[config.mk]
export PLATFORM = sky130hd
export DESIGN_NAME = failsafe_and_input_supervisor
export DESIGN_NICKNAME = d
export VERILOG_FILES = /design/src/verilog/fsafe_pkg.sv /design/src/verilog/ovlo_debouncer.sv /design/src/verilog/failsafe_and_input_supervisor.sv
export SDC_FILE = /design/constraint.sdc
export NUM_CORES = 1
export LEC_CHECK = 0
export BUFFER_PORTS_ARGS = -buffer_cell sky130_fd_sc_hd__buf_4
export CAP_MARGIN = 20
export CORE_MARGIN = 3
export CORE_UTILIZATION = 35
export CTS_CLUSTER_DIAMETER = 80
export CTS_CLUSTER_SIZE = 14
export DETAILED_ROUTE_END_ITERATION = 8
export PLACE_DENSITY = 0.59
export SYNTH_ARGS = -nofsm -noshare
export SYNTH_HDL_FRONTEND = slang
export SYNTH_SLANG_ARGS = --single-unit
[constraint.sdc]
create_clock -name sys_clk_in -period 3.8 [get_ports sys_clk_in]
set_clock_uncertainty 0.2 [all_clocks]
set_input_delay 0.19 -clock sys_clk_in [delete_from_list [all_inputs] [get_ports sys_clk_in]]
set_output_delay 0.19 -clock sys_clk_in [all_outputs]
set_load 0.01 [all_outputs]
[src/verilog/fsafe_pkg.sv]
// shared constants, register map and state type of the supervisor
`default_nettype none
package fsafe_pkg;
   // ----------------------------------------
   // timing
   // ----------------------------------------
   localparam int CLK_FREQ_MHZ = 100;
   localparam int US_TICK_CYC = CLK_FREQ_MHZ;
   localparam int FUSE_LOAD_MAX_US = 600;
   localparam int FUSE_LOAD_CYC = FUSE_LOAD_MAX_US * CLK_FREQ_MHZ;
   localparam int PWRUP_LPM_MAX_US = 800;
   localparam int WAKE_CYC = PWRUP_LPM_MAX_US * CLK_FREQ_MHZ;
   localparam int US_PER_MS = 1000;
   localparam int MS_PER_MIN = 60000;
   // debounce lengths in microseconds
   localparam logic [9:0] DBNC_SHORT_US = 10'h00A;
   localparam logic [9:0] DBNC_MID_US = 10'h064;
   localparam logic [9:0] DBNC_LONG_US = 10'h3E8;
   // decay period in minutes, indexed by the fused select
   localparam logic [7:0][5:0] DECAY_MIN = {6'h3C, 6'h2D, 6'h1E, 6'h14,
                                            6'h0F, 6'h0A, 6'h05, 6'h01};
   localparam logic [3:0] COUNT_TOP = 4'hF;
   // ----------------------------------------
   // register map
   // ----------------------------------------
   localparam logic [7:0] REG_CTRL = 8'h00;
   localparam logic [7:0] REG_STATUS = 8'h04;
   localparam logic [7:0] REG_EVENT = 8'h08;
   localparam logic [7:0] REG_FUSE = 8'h0C;
   localparam int CTRL_OV_EN_BIT = 0;
   localparam int CTRL_OV_SDWN_BIT = 1;
   localparam int CTRL_DBNC_LSB = 2;
   localparam int CTRL_LPM_BIT = 4;
   localparam int CTRL_CNT_CLR_BIT = 5;
   localparam int CTRL_LIMIT_LSB = 8;
   localparam int STAT_CNT_LSB = 0;
   localparam int STAT_STATE_LSB = 4;
   localparam int STAT_OV_BIT = 8;
   localparam int EVT_OVLO_BIT = 0;
   localparam int FUSE_LIMIT_LSB = 0;
   localparam int FUSE_BYPASS_BIT = 4;
   localparam int FUSE_DECAY_LSB = 5;
   localparam int FUSE_OV_EN_BIT = 8;
   localparam int FUSE_OV_SDWN_BIT = 9;
   localparam int FUSE_DBNC_LSB = 10;
   // ----------------------------------------
   // supervisor states
   // ----------------------------------------
   typedef enum logic [2:0] {
      ST_UNPOWERED,
      ST_FUSE_LOAD,
      ST_LOW_POWER_OFF_STATE,
      ST_POWER_UP,
      ST_SYS_ON,
      ST_POWER_DOWN,
      ST_FS_TRANSITION,
      ST_FAILSAFE
   } fsm_state_e;
endpackage
`default_nettype wire

[src/verilog/ovlo_debouncer.sv]
// input overvoltage comparator synchroniser and programmable debounce
`timescale 1ns/1ps
`default_nettype none
module ovlo_debouncer
   import fsafe_pkg::*;
(
   input wire logic sys_clk_in,
   input wire logic rst_b_in,
   input wire logic ov_comp_in,
   input wire logic enable_in,
   input wire logic us_tick_in,
   input wire logic [1:0] dbnc_sel_in,
   output logic ov_level_out,
   output logic ov_rise_out
);
   // ----------------------------------------
   // synchroniser
   // ----------------------------------------
   logic [1:0] sync_q; // stage 0 is read by stage 1 only
   logic [9:0] cnt_q; // microseconds seen high
   logic [9:0] limit; // selected debounce length
   logic level_q; // debounced level

   // comparator is asynchronous to the clock
   always_ff @(posedge sys_clk_in or negedge rst_b_in)
   begin
      if (!rst_b_in)
         sync_q <= 2'h0;
      else
         sync_q <= {sync_q[0], ov_comp_in};
   end

   // ----------------------------------------
   // debounce length
   // ----------------------------------------
   // reserved code takes the longest length, the safe side
   always_comb
   begin
      case (dbnc_sel_in)
         2'h0: limit = DBNC_SHORT_US;
         2'h1: limit = DBNC_MID_US;
         default: limit = DBNC_LONG_US;
      endcase
   end

   // high must hold for the full length; low releases at once,
   // the comparator already carries its own hysteresis
   always_ff @(posedge sys_clk_in or negedge rst_b_in)
   begin
      if (!rst_b_in)
      begin
         cnt_q <= 10'h000;
         level_q <= 1'b0;
      end
      else if (!enable_in || !sync_q[1])
      begin
         cnt_q <= 10'h000;
         level_q <= 1'b0;
      end
      else if (us_tick_in && !level_q)
      begin
         if (cnt_q >= limit - 10'h001)
            level_q <= 1'b1;
         else
            cnt_q <= cnt_q + 10'h001;
      end
   end

   // one pulse per debounced rise
   always_ff @(posedge sys_clk_in or negedge rst_b_in)
   begin
      if (!rst_b_in)
         ov_rise_out <= 1'b0;
      else
         ov_rise_out <= enable_in && sync_q[1] && us_tick_in && !level_q && (cnt_q >= limit - 10'h001);
   end

   assign ov_level_out = level_q;
endmodule
`default_nettype wire

[src/verilog/failsafe_and_input_supervisor.sv]
// fail-safe lockout, input supply supervision and startup timing
`timescale 1ns/1ps
`default_nettype none
module failsafe_and_input_supervisor
   import fsafe_pkg::*;
#(
   parameter int FUSE_LOAD_CYC_P = FUSE_LOAD_CYC,
   parameter int WAKE_CYC_P = WAKE_CYC,
   parameter int US_CYC_P = US_TICK_CYC,
   parameter int MS_US_P = US_PER_MS,
   parameter int MIN_MS_P = MS_PER_MIN
)
(
   input wire logic sys_clk_in,
   input wire logic rst_b_in,
   // apb slave
   input wire logic psel_in,
   input wire logic penable_in,
   input wire logic pwrite_in,
   input wire logic [7:0] paddr_in,
   input wire logic [31:0] pwdata_in,
   output logic [31:0] prdata_out,
   output logic pready_out,
   output logic pslverr_out,
   // analog and pin inputs
   input wire logic above_input_undervoltage_threshold_in,
   input wire logic input_overvoltage_event_in,
   input wire logic power_on_request_pin_in,
   // fuse values from the otp block
   input wire logic [3:0] fused_failsafe_count_limit_in,
   input wire logic fused_lockout_bypass_in,
   input wire logic [2:0] fused_decay_period_sel_in,
   input wire logic fused_overvoltage_monitor_enable_in,
   input wire logic fused_overvoltage_shutdown_select_in,
   input wire logic [1:0] fused_overvoltage_debounce_sel_in,
   // sequencer handshake
   input wire logic fault_off_in,
   input wire logic powerup_done_in,
   input wire logic powerdown_done_in,
   output logic seq_start_out,
   output logic powerdown_req_out,
   output logic failsafe_lock_out,
   output logic fuse_loaded_out,
   output logic ovlo_event_out,
   output logic [2:0] state_out
);
   // ----------------------------------------
   // declarations
   // ----------------------------------------
   logic [1:0] uv_sync_q; // supply comparator synchroniser
   logic [1:0] pin_sync_q; // power-on pin synchroniser
   logic uv_ok; // supply above threshold, synchronised
   logic pin_high; // power-on request, synchronised
   fsm_state_e state_q, state_d; // supervisor state
   logic [16:0] dly_q; // fuse load and wake delay
   logic fault_q; // current power down is a fault
   logic [3:0] cnt_q; // failsafe_event_count
   logic [7:0] us_cnt_q; // microsecond divider
   logic us_tick; // one-cycle microsecond enable
   logic [9:0] ms_cnt_q; // millisecond divider
   logic ms_tick; // one-cycle millisecond enable
   logic [15:0] min_ms_q; // ms within current minute
   logic [5:0] decay_min_q; // minutes of decay period
   logic decay_hit; // decay period elapsed
   logic ov_level; // debounced overvoltage
   logic ov_rise; // debounced overvoltage rise
   logic ov_shut; // overvoltage asks for shutdown
   logic fuse_done; // end of fuse load
   logic wake_ok; // power-up event valid
   logic wake_done; // wake delay elapsed
   // mirror and fuse latches
   logic ov_en_q, ov_sdwn_q, lpm_q;
   logic [1:0] dbnc_q;
   logic [3:0] limit_q; // failsafe_count_limit
   logic [3:0] f_limit_q;
   logic f_bypass_q;
   logic [2:0] f_decay_q;
   logic f_ov_en_q, f_ov_sdwn_q;
   logic [1:0] f_dbnc_q;
   logic ovlo_flag_q; // sticky overvoltage flag
   // apb decode
   logic apb_wr, apb_setup, mapped, clr_wr;
   logic [31:0] rd_mux;

   // ----------------------------------------
   // input synchronisers
   // ----------------------------------------
   // both inputs come from outside the clock domain
   always_ff @(posedge sys_clk_in or negedge rst_b_in)
   begin
      if (!rst_b_in)
      begin
         uv_sync_q <= 2'h0;
         pin_sync_q <= 2'h0;
      end
      else
      begin
         uv_sync_q <= {uv_sync_q[0], above_input_undervoltage_threshold_in};
         pin_sync_q <= {pin_sync_q[0], power_on_request_pin_in};
      end
   end

   assign uv_ok = uv_sync_q[1];
   assign pin_high = pin_sync_q[1];

   // ----------------------------------------
   // time base
   // ----------------------------------------
   // free running divider, one enable per microsecond
   always_ff @(posedge sys_clk_in or negedge rst_b_in)
   begin
      if (!rst_b_in)
         us_cnt_q <= 8'h00;
      else if (us_tick)
         us_cnt_q <= 8'h00;
      else
         us_cnt_q <= us_cnt_q + 8'h01;
   end

   assign us_tick = (us_cnt_q == 8'(US_CYC_P - 1));

   // millisecond enable from the microsecond one
   always_ff @(posedge sys_clk_in or negedge rst_b_in)
   begin
      if (!rst_b_in)
         ms_cnt_q <= 10'h000;
      else if (ms_tick)
         ms_cnt_q <= 10'h000;
      else if (us_tick)
         ms_cnt_q <= ms_cnt_q + 10'h001;
   end

   assign ms_tick = us_tick && (ms_cnt_q == 10'(MS_US_P - 1));

   // ----------------------------------------
   // fail-safe ok timer
   // ----------------------------------------
   // counts only in the on state, clears while the supply is low, holds in the other states; up to one
   // millisecond of phase error is accepted for a minute scale
   always_ff @(posedge sys_clk_in or negedge rst_b_in)
   begin
      if (!rst_b_in)
      begin
         min_ms_q <= 16'h0000;
         decay_min_q <= 6'h00;
      end
      else if (!uv_ok)
      begin
         min_ms_q <= 16'h0000;
         decay_min_q <= 6'h00;
      end
      else if (state_q == ST_SYS_ON && ms_tick)
      begin
         if (min_ms_q == 16'(MIN_MS_P - 1))
         begin
            min_ms_q <= 16'h0000;
            // restart once the selected period is reached
            if (decay_hit)
               decay_min_q <= 6'h00;
            else
               decay_min_q <= decay_min_q + 6'h01;
         end
         else
            min_ms_q <= min_ms_q + 16'h0001;
      end
   end

   // period table indexed by the fused select
   assign decay_hit = (state_q == ST_SYS_ON) && ms_tick
                      && (min_ms_q == 16'(MIN_MS_P - 1))
                      && (decay_min_q == DECAY_MIN[f_decay_q] - 6'h01);

   // ----------------------------------------
   // overvoltage monitor
   // ----------------------------------------
   ovlo_debouncer u_ovlo (
      .sys_clk_in(sys_clk_in),
      .rst_b_in(rst_b_in),
      .ov_comp_in(input_overvoltage_event_in),
      .enable_in(ov_en_q && uv_ok),
      .us_tick_in(us_tick),
      .dbnc_sel_in(dbnc_q),
      .ov_level_out(ov_level),
      .ov_rise_out(ov_rise)
   );

   // in power up the fused select decides, later the mirror bit
   always_comb
   begin
      if (state_q == ST_POWER_UP)
         ov_shut = ov_level && f_ov_sdwn_q;
      else
         ov_shut = ov_level && ov_sdwn_q;
   end

   // ----------------------------------------
   // supervisor state machine
   // ----------------------------------------
   assign fuse_done = (dly_q == 17'(FUSE_LOAD_CYC_P - 1));
   assign wake_ok = pin_high && !ov_shut;
   assign wake_done = (dly_q == 17'(WAKE_CYC_P - 1));

   // next state; a supply drop wins over everything
   always_comb
   begin
      state_d = state_q;
      case (state_q)
         ST_UNPOWERED:
            if (uv_ok)
               state_d = ST_FUSE_LOAD;
         ST_FUSE_LOAD:
            if (fuse_done)
               state_d = ST_LOW_POWER_OFF_STATE;
         ST_LOW_POWER_OFF_STATE:
            // pin already high: 600 + 800 us stays under 1.5 ms
            if (wake_ok && wake_done)
               state_d = ST_POWER_UP;
         ST_POWER_UP:
            if (ov_shut)
               state_d = ST_POWER_DOWN;
            else if (powerup_done_in)
               state_d = ST_SYS_ON;
         ST_SYS_ON:
            if (fault_off_in || !pin_high || ov_shut)
               state_d = ST_POWER_DOWN;
         ST_POWER_DOWN:
            if (powerdown_done_in)
               state_d = fault_q ? ST_FS_TRANSITION : ST_LOW_POWER_OFF_STATE;
         ST_FS_TRANSITION:
            if (!f_bypass_q && cnt_q == limit_q)
               state_d = ST_FAILSAFE;
            else
               state_d = ST_LOW_POWER_OFF_STATE;
         ST_FAILSAFE:
            state_d = ST_FAILSAFE;
         default:
            state_d = ST_UNPOWERED;
      endcase
      if (!uv_ok)
         state_d = ST_UNPOWERED;
   end

   // state register
   always_ff @(posedge sys_clk_in or negedge rst_b_in)
   begin
      if (!rst_b_in)
         state_q <= ST_UNPOWERED;
      else
         state_q <= state_d;
   end

   // delay counter, cleared on every state change
   always_ff @(posedge sys_clk_in or negedge rst_b_in)
   begin
      if (!rst_b_in)
         dly_q <= 17'h00000;
      else if (state_d != state_q)
         dly_q <= 17'h00000;
      else if (state_q == ST_FUSE_LOAD)
         dly_q <= dly_q + 17'h00001;
      else if (state_q == ST_LOW_POWER_OFF_STATE && wake_ok)
         dly_q <= dly_q + 17'h00001;
      else
         dly_q <= 17'h00000;
   end

   // cause of the power down, fixed at its entry
   always_ff @(posedge sys_clk_in or negedge rst_b_in)
   begin
      if (!rst_b_in)
         fault_q <= 1'b0;
      else if (state_d == ST_POWER_DOWN && state_q != ST_POWER_DOWN)
         fault_q <= (state_q == ST_SYS_ON) && fault_off_in;
   end

   // ----------------------------------------
   // fail-safe event counter
   // ----------------------------------------
   // the compare above sees the old value, the increment
   // lands as the transition is left
   always_ff @(posedge sys_clk_in or negedge rst_b_in)
   begin
      if (!rst_b_in)
         cnt_q <= 4'h0;
      else if (!uv_ok)
         cnt_q <= 4'h0;
      else if (state_q == ST_FS_TRANSITION)
      begin
         if (cnt_q != COUNT_TOP)
            cnt_q <= cnt_q + 4'h1;
      end
      else if (clr_wr)
         cnt_q <= 4'h0;
      else if (decay_hit && cnt_q != 4'h0)
         cnt_q <= cnt_q - 4'h1;
   end

   // ----------------------------------------
   // fuse latch and mirror bits
   // ----------------------------------------
   // fuses are taken once per supply cycle, at the end of load
   always_ff @(posedge sys_clk_in or negedge rst_b_in)
   begin
      if (!rst_b_in)
      begin
         f_limit_q <= 4'h0;
         f_bypass_q <= 1'b0;
         f_decay_q <= 3'h0;
         f_ov_en_q <= 1'b0;
         f_ov_sdwn_q <= 1'b0;
         f_dbnc_q <= 2'h0;
      end
      else if (state_q == ST_FUSE_LOAD && fuse_done)
      begin
         f_limit_q <= fused_failsafe_count_limit_in;
         f_bypass_q <= fused_lockout_bypass_in;
         f_decay_q <= fused_decay_period_sel_in;
         f_ov_en_q <= fused_overvoltage_monitor_enable_in;
         f_ov_sdwn_q <= fused_overvoltage_shutdown_select_in;
         f_dbnc_q <= fused_overvoltage_debounce_sel_in;
      end
   end

   // mirror bits: fuse defaults, then software
   always_ff @(posedge sys_clk_in or negedge rst_b_in)
   begin
      if (!rst_b_in)
      begin
         ov_en_q <= 1'b0;
         ov_sdwn_q <= 1'b0;
         dbnc_q <= 2'h0;
         lpm_q <= 1'b0;
         limit_q <= 4'h0;
      end
      else if (state_q == ST_UNPOWERED)
         lpm_q <= 1'b0;
      else if (state_q == ST_FUSE_LOAD && fuse_done)
      begin
         ov_en_q <= fused_overvoltage_monitor_enable_in;
         ov_sdwn_q <= fused_overvoltage_shutdown_select_in;
         dbnc_q <= fused_overvoltage_debounce_sel_in;
         limit_q <= fused_failsafe_count_limit_in;
         lpm_q <= 1'b0;
      end
      else if (apb_wr && paddr_in == REG_CTRL)
      begin
         ov_en_q <= pwdata_in[CTRL_OV_EN_BIT];
         ov_sdwn_q <= pwdata_in[CTRL_OV_SDWN_BIT];
         dbnc_q <= pwdata_in[CTRL_DBNC_LSB +: 2];
         lpm_q <= pwdata_in[CTRL_LPM_BIT];
         limit_q <= pwdata_in[CTRL_LIMIT_LSB +: 4];
      end
   end

   // sticky flag; a new event beats a clear in the same cycle
   always_ff @(posedge sys_clk_in or negedge rst_b_in)
   begin
      if (!rst_b_in)
         ovlo_flag_q <= 1'b0;
      else if (ov_rise)
         ovlo_flag_q <= 1'b1;
      else if (apb_wr && paddr_in == REG_EVENT && pwdata_in[EVT_OVLO_BIT])
         ovlo_flag_q <= 1'b0;
   end

   // ----------------------------------------
   // apb slave
   // ----------------------------------------
   assign apb_setup = psel_in && !penable_in;
   assign apb_wr = psel_in && penable_in && pwrite_in && mapped;
   assign mapped = (paddr_in == REG_CTRL) || (paddr_in == REG_STATUS)
                   || (paddr_in == REG_EVENT) || (paddr_in == REG_FUSE);
   // a clear outside the on state is ignored
   assign clr_wr = apb_wr && (paddr_in == REG_CTRL)
                   && pwdata_in[CTRL_CNT_CLR_BIT] && (state_q == ST_SYS_ON);
   // zero wait states; unmapped access is flagged
   assign pready_out = 1'b1;
   assign pslverr_out = psel_in && penable_in && !mapped;

   // read mux, unused bits read zero
   always_comb
   begin
      rd_mux = 32'h00000000;
      case (paddr_in)
         REG_CTRL:
         begin
            rd_mux[CTRL_OV_EN_BIT] = ov_en_q;
            rd_mux[CTRL_OV_SDWN_BIT] = ov_sdwn_q;
            rd_mux[CTRL_DBNC_LSB +: 2] = dbnc_q;
            rd_mux[CTRL_LPM_BIT] = lpm_q;
            rd_mux[CTRL_LIMIT_LSB +: 4] = limit_q;
         end
         REG_STATUS:
         begin
            rd_mux[STAT_CNT_LSB +: 4] = cnt_q;
            rd_mux[STAT_STATE_LSB +: 3] = state_q;
            rd_mux[STAT_OV_BIT] = ov_level;
         end
         REG_EVENT:
            rd_mux[EVT_OVLO_BIT] = ovlo_flag_q;
         REG_FUSE:
         begin
            rd_mux[FUSE_LIMIT_LSB +: 4] = f_limit_q;
            rd_mux[FUSE_BYPASS_BIT] = f_bypass_q;
            rd_mux[FUSE_DECAY_LSB +: 3] = f_decay_q;
            rd_mux[FUSE_OV_EN_BIT] = f_ov_en_q;
            rd_mux[FUSE_OV_SDWN_BIT] = f_ov_sdwn_q;
            rd_mux[FUSE_DBNC_LSB +: 2] = f_dbnc_q;
         end
         default:
            rd_mux = 32'h00000000;
      endcase
   end

   // read data captured in the setup cycle, stable in access
   always_ff @(posedge sys_clk_in or negedge rst_b_in)
   begin
      if (!rst_b_in)
         prdata_out <= 32'h00000000;
      else if (apb_setup)
         prdata_out <= rd_mux;
   end

   // ----------------------------------------
   // registered outputs
   // ----------------------------------------
   always_ff @(posedge sys_clk_in or negedge rst_b_in)
   begin
      if (!rst_b_in)
      begin
         seq_start_out <= 1'b0;
         powerdown_req_out <= 1'b0;
         failsafe_lock_out <= 1'b0;
         fuse_loaded_out <= 1'b0;
         ovlo_event_out <= 1'b0;
         state_out <= 3'h0;
      end
      else
      begin
         seq_start_out <= (state_d == ST_POWER_UP) && (state_q != ST_POWER_UP);
         powerdown_req_out <= (state_d == ST_POWER_DOWN);
         failsafe_lock_out <= (state_d == ST_FAILSAFE);
         fuse_loaded_out <= (state_d != ST_UNPOWERED) && (state_d != ST_FUSE_LOAD);
         ovlo_event_out <= ov_rise;
         state_out <= state_d;
      end
   end
endmodule
`default_nettype wire

== Yosys cells after proc, flatten, opt, wreduce, memory -nomap -nowiden ==
Memory sizes are Yosys's and may differ from the RTL's.
Index checks and enable logic that the tools add are counted.
Word-level totals
  register bits after elaboration: 122
  ROM bits: 48
  bits of input ports: 63
  output and inout bits: 42
  logic and storage cells: 195
  memories: 1
Cells by class
  add/subtract/negate cells: 10
  $lt $le $gt $ge: 2
  eq/ne operators: 31
  mux-type cells: 56
  bitwise operators: 1
  reductions and logical operators: 62
Memory list
  (no name shown): depth 8, bits a word 6, rd ports 1, clocked after Yosys merged registers in 0, wr ports 0, RTL line failsafe_and_input_supervisor.sv:171  | && (decay_min_q == DECAY_MIN[f_decay_q] - 6'h01);
Operators by type and width (number)
  $mux W17: 3
  $mux W10: 5
  $mux W16: 3
  $logic_and A1 B1 Y1: 32
  $mux W6: 5
  $mux W4: 7
  $mux W3: 9
  $pmux W3 S8: 1
  $add A10 B1 Y10 const B: 2
  $pmux W10 S2: 1
  $eq A3 B3 Y1 const B: 6
  $add A17 B1 Y17 const B: 1
  $eq A17 B16 Y1 const B: 1
  $eq A17 B17 Y1 const B: 1
  $add A16 B1 Y16 const B: 1
  $eq A16 B16 Y1 const B: 1
  $eq A8 B4 Y1 const B: 2
  $mux W1: 14
  $pmux W4 S3: 1
  $eq A10 B10 Y1 const B: 1
  $ge A10 B10 Y1: 1
  $reduce_and A2 Y1: 5
  $reduce_bool A2 Y1: 5
  $sub A10 B1 Y10 const B: 1
  34 further kinds: 53

== Logic depth before layout (Yosys ltp) ==
Gate-level depths: netlist (run 1).
  depth in word-level cells: 11
  depth in mapped cells: 11
  depth with buffers taken out: 11

== By module ==
A second synthesis (run 1) with hierarchy kept.
Unflattened totals
  cell total of the unflattened synthesis: 722
  area, all modules: 6860.3 sq um
By module, submodules not included
  failsafe_and_input_supervisor: instances 1, cells an instance 615, area each 5825.6 sq um, seq. area each 2702.6 sq um
  ovlo_debouncer: instances 1, cells an instance 107, area each 1034.7 sq um, seq. area each 350.3 sq um

== Worst setup path before layout (run 1) ==
OpenSTA, ideal clock, no wires.
  kind: flip-flop to flip-flop
  from: reg f_decay_q[0]
  to: reg cnt_q[3]
  library setup time: 0.126 ns
  arrival: 2.363 ns
  data required time: 3.474 ns
  slack: 1.110 ns
  stages on the path, launching flop included: 12
  path buffers: 1
  clock period less this slack: 2.690 ns
  cell sequence: dfrtp_1 > buf_4 > nand2b_2 > xnor2_1 > ha_1 > xor2_1 > nand4b_1 > a211oi_2 > o211a_4 > o311a_4 > nor2_2 > o32a_1
On the way
  cells in the longest elaborated chain, start to end: 8
Ends and longest elaborated chain
  start: declaration: RTL line failsafe_and_input_supervisor.sv:77  | logic [2:0] f_decay_q;
  start signal: assignment: RTL line failsafe_and_input_supervisor.sv:317  | f_decay_q <= fused_decay_period_sel_in;
  $mem_v2 Z8 W6
  $mux W6 (not written as such): RTL line failsafe_and_input_supervisor.sv:171
  $sub A6 B1 Y6: RTL line failsafe_and_input_supervisor.sv:171
  $eq A6 B6 Y1: RTL line failsafe_and_input_supervisor.sv:171
  $logic_and A1 B1 Y1: RTL line failsafe_and_input_supervisor.sv:171
  $logic_and A1 B1 Y1: RTL line failsafe_and_input_supervisor.sv:294  | else if (decay_hit && cnt_q != 4'h0)
  $ne A4 B1 Y1 (no source line)
  $reduce_and A2 Y1 (no source line)
  end signal: assignment: RTL line failsafe_and_input_supervisor.sv:290  | cnt_q <= cnt_q + 4'h1;
  end signal: assignment: RTL line failsafe_and_input_supervisor.sv:295  | cnt_q <= cnt_q - 4'h1;
  end: declaration: RTL line failsafe_and_input_supervisor.sv:57  | logic [3:0] cnt_q;
Every way passes these cells. The select of a mux whose other input is x is not followed.
A chain may end at the register's enable or synchronous reset.

== Worst setup path in the final report (run 1) ==
Same ends and word-level chain as after synthesis.

==> impl_metrics.ini, run 1 <==
[critical_path]
cp-end-kind = flop
cp.required_ps = 3890
path_class = flop to flop
cp.arrival_ps = 3030
startpoint = f_decay_q[0]
cp_max_fo = 10
worstSetupStartpointType = flop
r2r_start = f_decay_q[0]

[layout]
synthToLayoutAreaGrowth_pct = 22.0
layout_common_cells = dfrtp_1 (122), nand2_1 (107), nor2_1 (77), buf_4 (68)
multiInputGateArea_um2 = 3460
seq_area_um2 = 3050
final_area_um2 = 8290
num-fill-cells = 1848
final_common_cell = dfrtp_1
layout-drive-gt1-share = 0.155
antenna_cells = 0
nets = 890

[clock_network]
cts_tree = built
postCtsHoldBufs = 27
clockRootBuffer = clkbuf_16
cts_buffer_depth = 2
insertion_delay_ps = 410
clock_sinks = 122
cts.repair.resized = 0
htree_levels = 4
cts_setup_buffers = 0
cts_buffers = 17
path_clk_slew_ps = 50

[synthesis]
ys_warn_count = 0
synth-edff-count = 0
synth-async-reset-ratio = 1.00
syn_area_um2 = 6800
synth_flop_cell = dfrtp_1
synth_cell_types = 77
synthCells = 719
yosys_register_bits = 122
ys_seq_area_frac = 0.449
avgSynthCellArea_um2 = 9.45

[grt]
track_usage = 0.155
grt_max_degree = 81
grt_overflow = 0
grt_pass1_vias = 5150
grt_pass1_wl_um = 26600
antenna_found_initial = 0

[place]
finalWeightedCongestion = 0.839
placed_area_um2 = 7440
hpwl_um = 11400
port_buffers = 61

[power_and_ir_drop]
vdd_ir_drop_max_mv = 0.361
leakage_nw = 3.70
pwr_density_cell_nw_per_um2 = 394

[outcome]
status = completed

[drt]
wirelength_um = 16100
drc = 0
route.detailed.vias_per_inst = 4.94
ant_nets = 0
highest_layer = met4
wl_per_cell_um = 14.9
firstDrtPassIters = 5
drt_iter0_markers = 240
wl_met1_um = 8100
dr_wl_met3_um = 620
wl_met2_um = 7200
vias = 5335

[timing]
maxSlewHeadroom = 0.331
final-max-slew-violation-count = 0
rsz0062_at_grt = false
tns_ps = 0
finalHoldViolations = 0
fin_crit_sh = 0.775
max_clock_freq_mhz = 340
finalSetupViolations = 0
finalCriticalPeriod_ps = 2940
tightest_slew_ps = 997

[hold_path]
hp-start = paddr_in[3]
min-delay-path-class = primary input to flop

[floorplan]
core_um2 = 18900
io_pins = 105
start_util = 0.360
die_w_um = 145
fp.dieH_um = 145
design.die.area_um2 = 21100
row_count = 50

[job]
maxCapViolations = 0
path summary, 6_finish.rpt:
check,to,slack (ps),depth (start not counted)
max,cnt_q[3],860,10
min,prdata_out[5],60,3
max reg2reg,cnt_q[3],860,10
min reg2reg,pin_sync_q[1],150,0
max in group asynchronous,lpm_q,2400,3
min in group asynchronous,prdata_out[0],130,2
power by group:
group / internal [W] / switching (W) / total [W]
logic: 0.000135 / 0.000166 / 0.000301
registers: 0.00133 / 0.0000539 / 0.00138
clock network: 0.00103 / 0.000561 / 0.00159
total: 0.00249 / 0.000781 / 0.00327
logic make-up (layout without fill, tap and decap cells):
logic type	after synthesis	after routing	synth area share
flops	122	122	0.449
xor+xnor	58	58	0.0747
other cells	2	22	0.00110
fa+ha+maj	18	18	0.0331
simple gates	327	327	0.246
mux	24	24	0.0374
buf+inv	63	145	0.0527
compound gates	105	105	0.106
flip-flops by register name, indices dropped and copies added (netlist names), 6 cells and up:
| name | flops |
|---|---|
| decay_min_q | 6 |
| dly_q | 17 |
| min_ms_q | 16 |
| ms_cnt_q | 10 |
| prdata_out | 12 |
| u_ovlo.cnt_q | 10 |
| us_cnt_q | 8 |
per-stage QoR:
step	instances	power (W)	setup slack, ps	hold WS, ps	util
after floorplan	739	0.00158	1110	-306	-
after global placement	1023	0.00168	898	28.8	0.394
after detailed placement	1023	0.00168	849	30.9	0.394
after CTS	1081	0.00331	829	40.4	0.439
after global routing	1081	0.00342	532	54.2	0.439
final	1081	0.00327	855	55.6	0.439
Yosys cell counts (3+ instances only):
library cell,number,area share
xnor2_1,21,0.027
nand2_1,107,0.059
nor3b_1,3,0.0033
nand3_1,25,0.018
o31ai_1,3,0.0033
nor2_1,77,0.043
clkbuf_1,13,0.0072
a21oi_1,22,0.016
a31oi_1,3,0.0028
and4_1,4,0.0052
a21o_1,3,0.0033
o21a_1,3,0.0033
mux2i_1,22,0.032
and3_1,19,0.017
nor2b_1,7,0.0064
nand4_1,23,0.021
and2_1,8,0.0074
nor3_1,5,0.0037
a22oi_1,5,0.0055
nand2b_1,4,0.0037
nand3b_1,6,0.0066
buf_2,5,0.0037
nor4b_1,3,0.0039
nand4b_1,5,0.0064
or2_2,4,0.0037
inv_1,18,0.0099
and3_2,4,0.0044
ha_1,18,0.033
o21ai_0,37,0.027
a211oi_1,3,0.0033
buf_4,23,0.025
dfrtp_1,122,0.45
xor2_1,37,0.048
layer usage:
layer  track usage  up-vias
li1              -     2638
met1         0.226     2579
met2         0.235      110
met3        0.0371        8
met4        0.0361        0
met5             0        -
cell type report:
cell class | count | area share
clock inverter | 7 | 0.0109
sequential | 122 | 0.368
multi-input combinational | 554 | 0.418
tap | 260 | 0.0392
timing repair buffer | 96 | 0.0966
inverter | 18 | 0.00815
clock buffer | 24 | 0.0593
worst max-delay path: stages (launching register included):
cell	delay [ps]
dfrtp_1	470
nand2b_2	260
xnor2_1	170
ha_1	210
xor2_1	270
nand4b_1	150
a211oi_2	270
o211a_4	230
o311a_4	230
nor2_2	30
o32a_1	330
Note: power is estimated with default switching activity, not from simulation.
==> inputs of run 2 (changes only) <==
clock period = 3.03 ns   (was 3.8 ns; I/O delays follow)
==> impl_metrics.ini, run 2 (synthesis gave the netlist of run 1 again) <==
[outcome]
status = completed

[floorplan]
core_um2 = 18900
io_pins = 105
start_util = 0.360
row_count = 50
die_w_um = 145
design.die.area_um2 = 21100
fp.dieH_um = 145

[timing]
finalSetupViolations = 0
finalHoldViolations = 0
layout_setup_ws_ps = 203
tightest_slew_ps = 1020
rsz0062_at_grt = false
finalCriticalPeriod_ps = 2830
fin_crit_sh = 0.933
maxSlewHeadroom = 0.315
tns_ps = 0
max_clock_freq_mhz = 354
final-max-slew-violation-count = 0

[layout]
regMostFlops = dly_q
top_regs = dly_q x17, min_ms_q x16, prdata_out x12
largest_reg_flops = 17
synthToLayoutAreaGrowth_pct = 23.9
nets = 903
final_common_cell = dfrtp_1
layout-drive-gt1-share = 0.174
layout_common_cells = dfrtp_1 (120), nand2_1 (107), buf_4 (80), nor2_1 (77), o21ai_0 (37)
num-fill-cells = 1880
antenna_cells = 0

[drt]
vias = 5390
route.detailed.vias_per_inst = 4.92
ant_nets = 0
firstDrtPassIters = 4
wl_per_cell_um = 14.8
drt_iter0_markers = 285
wirelength_um = 16300
drc = 0

[clock_network]
insertion_delay_ps = 420
cts_buffers = 17
path_clk_slew_ps = 60
cts_buffer_depth = 2
cts_tree = built
cts_setup_buffers = 0
clockRootBuffer = clkbuf_16
htree_levels = 4
clock_sinks = 122

[place]
pre_cts_slack_ps = 143
port_buffers = 61
hpwl_um = 11600
finalWeightedCongestion = 0.863

[job]
maxCapViolations = 0

[critical_path]
crit_slowest_cell = dfrtp_1
slowest_delay_ps = 560
cp.required_ps = 3130
crit_chain = nand2b_2 > xnor2_1 > ha_2 > xor2_2 > nand4b_1 > a211oi_2 > o211a_4 > o311a_4 > nor2_2 > o32a_1
path_class = flop to flop
worstSetupStartpointType = flop
cp.arrival_ps = 2930
cp_max_fo = 10
cp-end-kind = flop

[hold_path]
min-delay-path-class = primary input to flop

[power_and_ir_drop]
vdd_ir_drop_max_mv = 0.402
pwr_density_cell_nw_per_um2 = 496
finalPower_w = 0.00418
leakage_nw = 3.76

[grt]
antenna_found_initial = 0
grt_pass1_vias = 5365
grt_overflow = 0
grt_max_degree = 123
track_usage = 0.159
grt_pass1_wl_um = 27200
## run 2: changes by cell type in the layout (fill, tap and decap cells not counted), sizes merged
cell / delta
clkinv: -1
dlygate4sd3: +1
buf: +12
clkbuf: -1
clkinvlp: +2
inv: +1
## run 2: timing repair
item / CTS / global route
setup endpoints to repair: 0 / 5
hold buffers: 28 / 0
hold endpoints to repair: 150 / 0
resized for setup: 0 / 4
## run 2: cell type report
class,instances,area [um2],area share
Clock inverter,9,113,0.0134
Multi-Input combinational cell,554,3470,0.412
Timing Repair Buffer,109,901,0.107
Tap cell,260,325,0.0386
Clock buffer,23,488,0.0579
Sequential cell,122,3060,0.363
Inverter,18,67.6,0.00802
## run 2: per-layer routing
layer  wire length [um]  global-route usage
met1               8010               0.223
met3                613              0.0349
met5                  0                   0
met4                220              0.0499
met2               7420               0.246
## run 2: worst paths after layout
check	from	to	slack (ps)	depth (start not counted)
max in group asynchronous	rst_b_in	u_ovlo.cnt_q[3]	1890	3
hold / removal	paddr_in[1]	prdata_out[0]	50	5
min in group asynchronous	rst_b_in	prdata_out[0]	140	3
hold reg to reg	uv_sync_q[0]	uv_sync_q[1]	150	0
setup / recovery	f_decay_q[1]	cnt_q[3]	200	10
setup reg to reg	f_decay_q[1]	cnt_q[3]	200	10
## run 2: metrics by stage
stage           util  instance area, um2  hold WS (ps)  cells
2_1_floorplan      -                6870          -344    739
3_3_place_gp   0.398                7530          61.4   1035
3_5_place_dp   0.398                7530          62.1   1035
4_1_cts        0.445                8410          30.1   1095
5_1_grt        0.446                8420          66.5   1095
6_report       0.446                8420          49.4   1095
## run 2: power by group
group	internal, W	switching, W	total, W
Combinational	0.000186	0.000229	0.000415
Sequential	0.00166	0.0000507	0.00171
Clock	0.00130	0.000750	0.00205
## run 2: critical path, delay by kind of cell, from the launching register on
kind,cells,cell delay (ps)
AND/OR/NAND/NOR,3,300
adder cells (fa/ha/maj),1,240
flip-flops,1,560
XOR/XNOR,2,350
AO/OA/AOI/OAI,4,1060
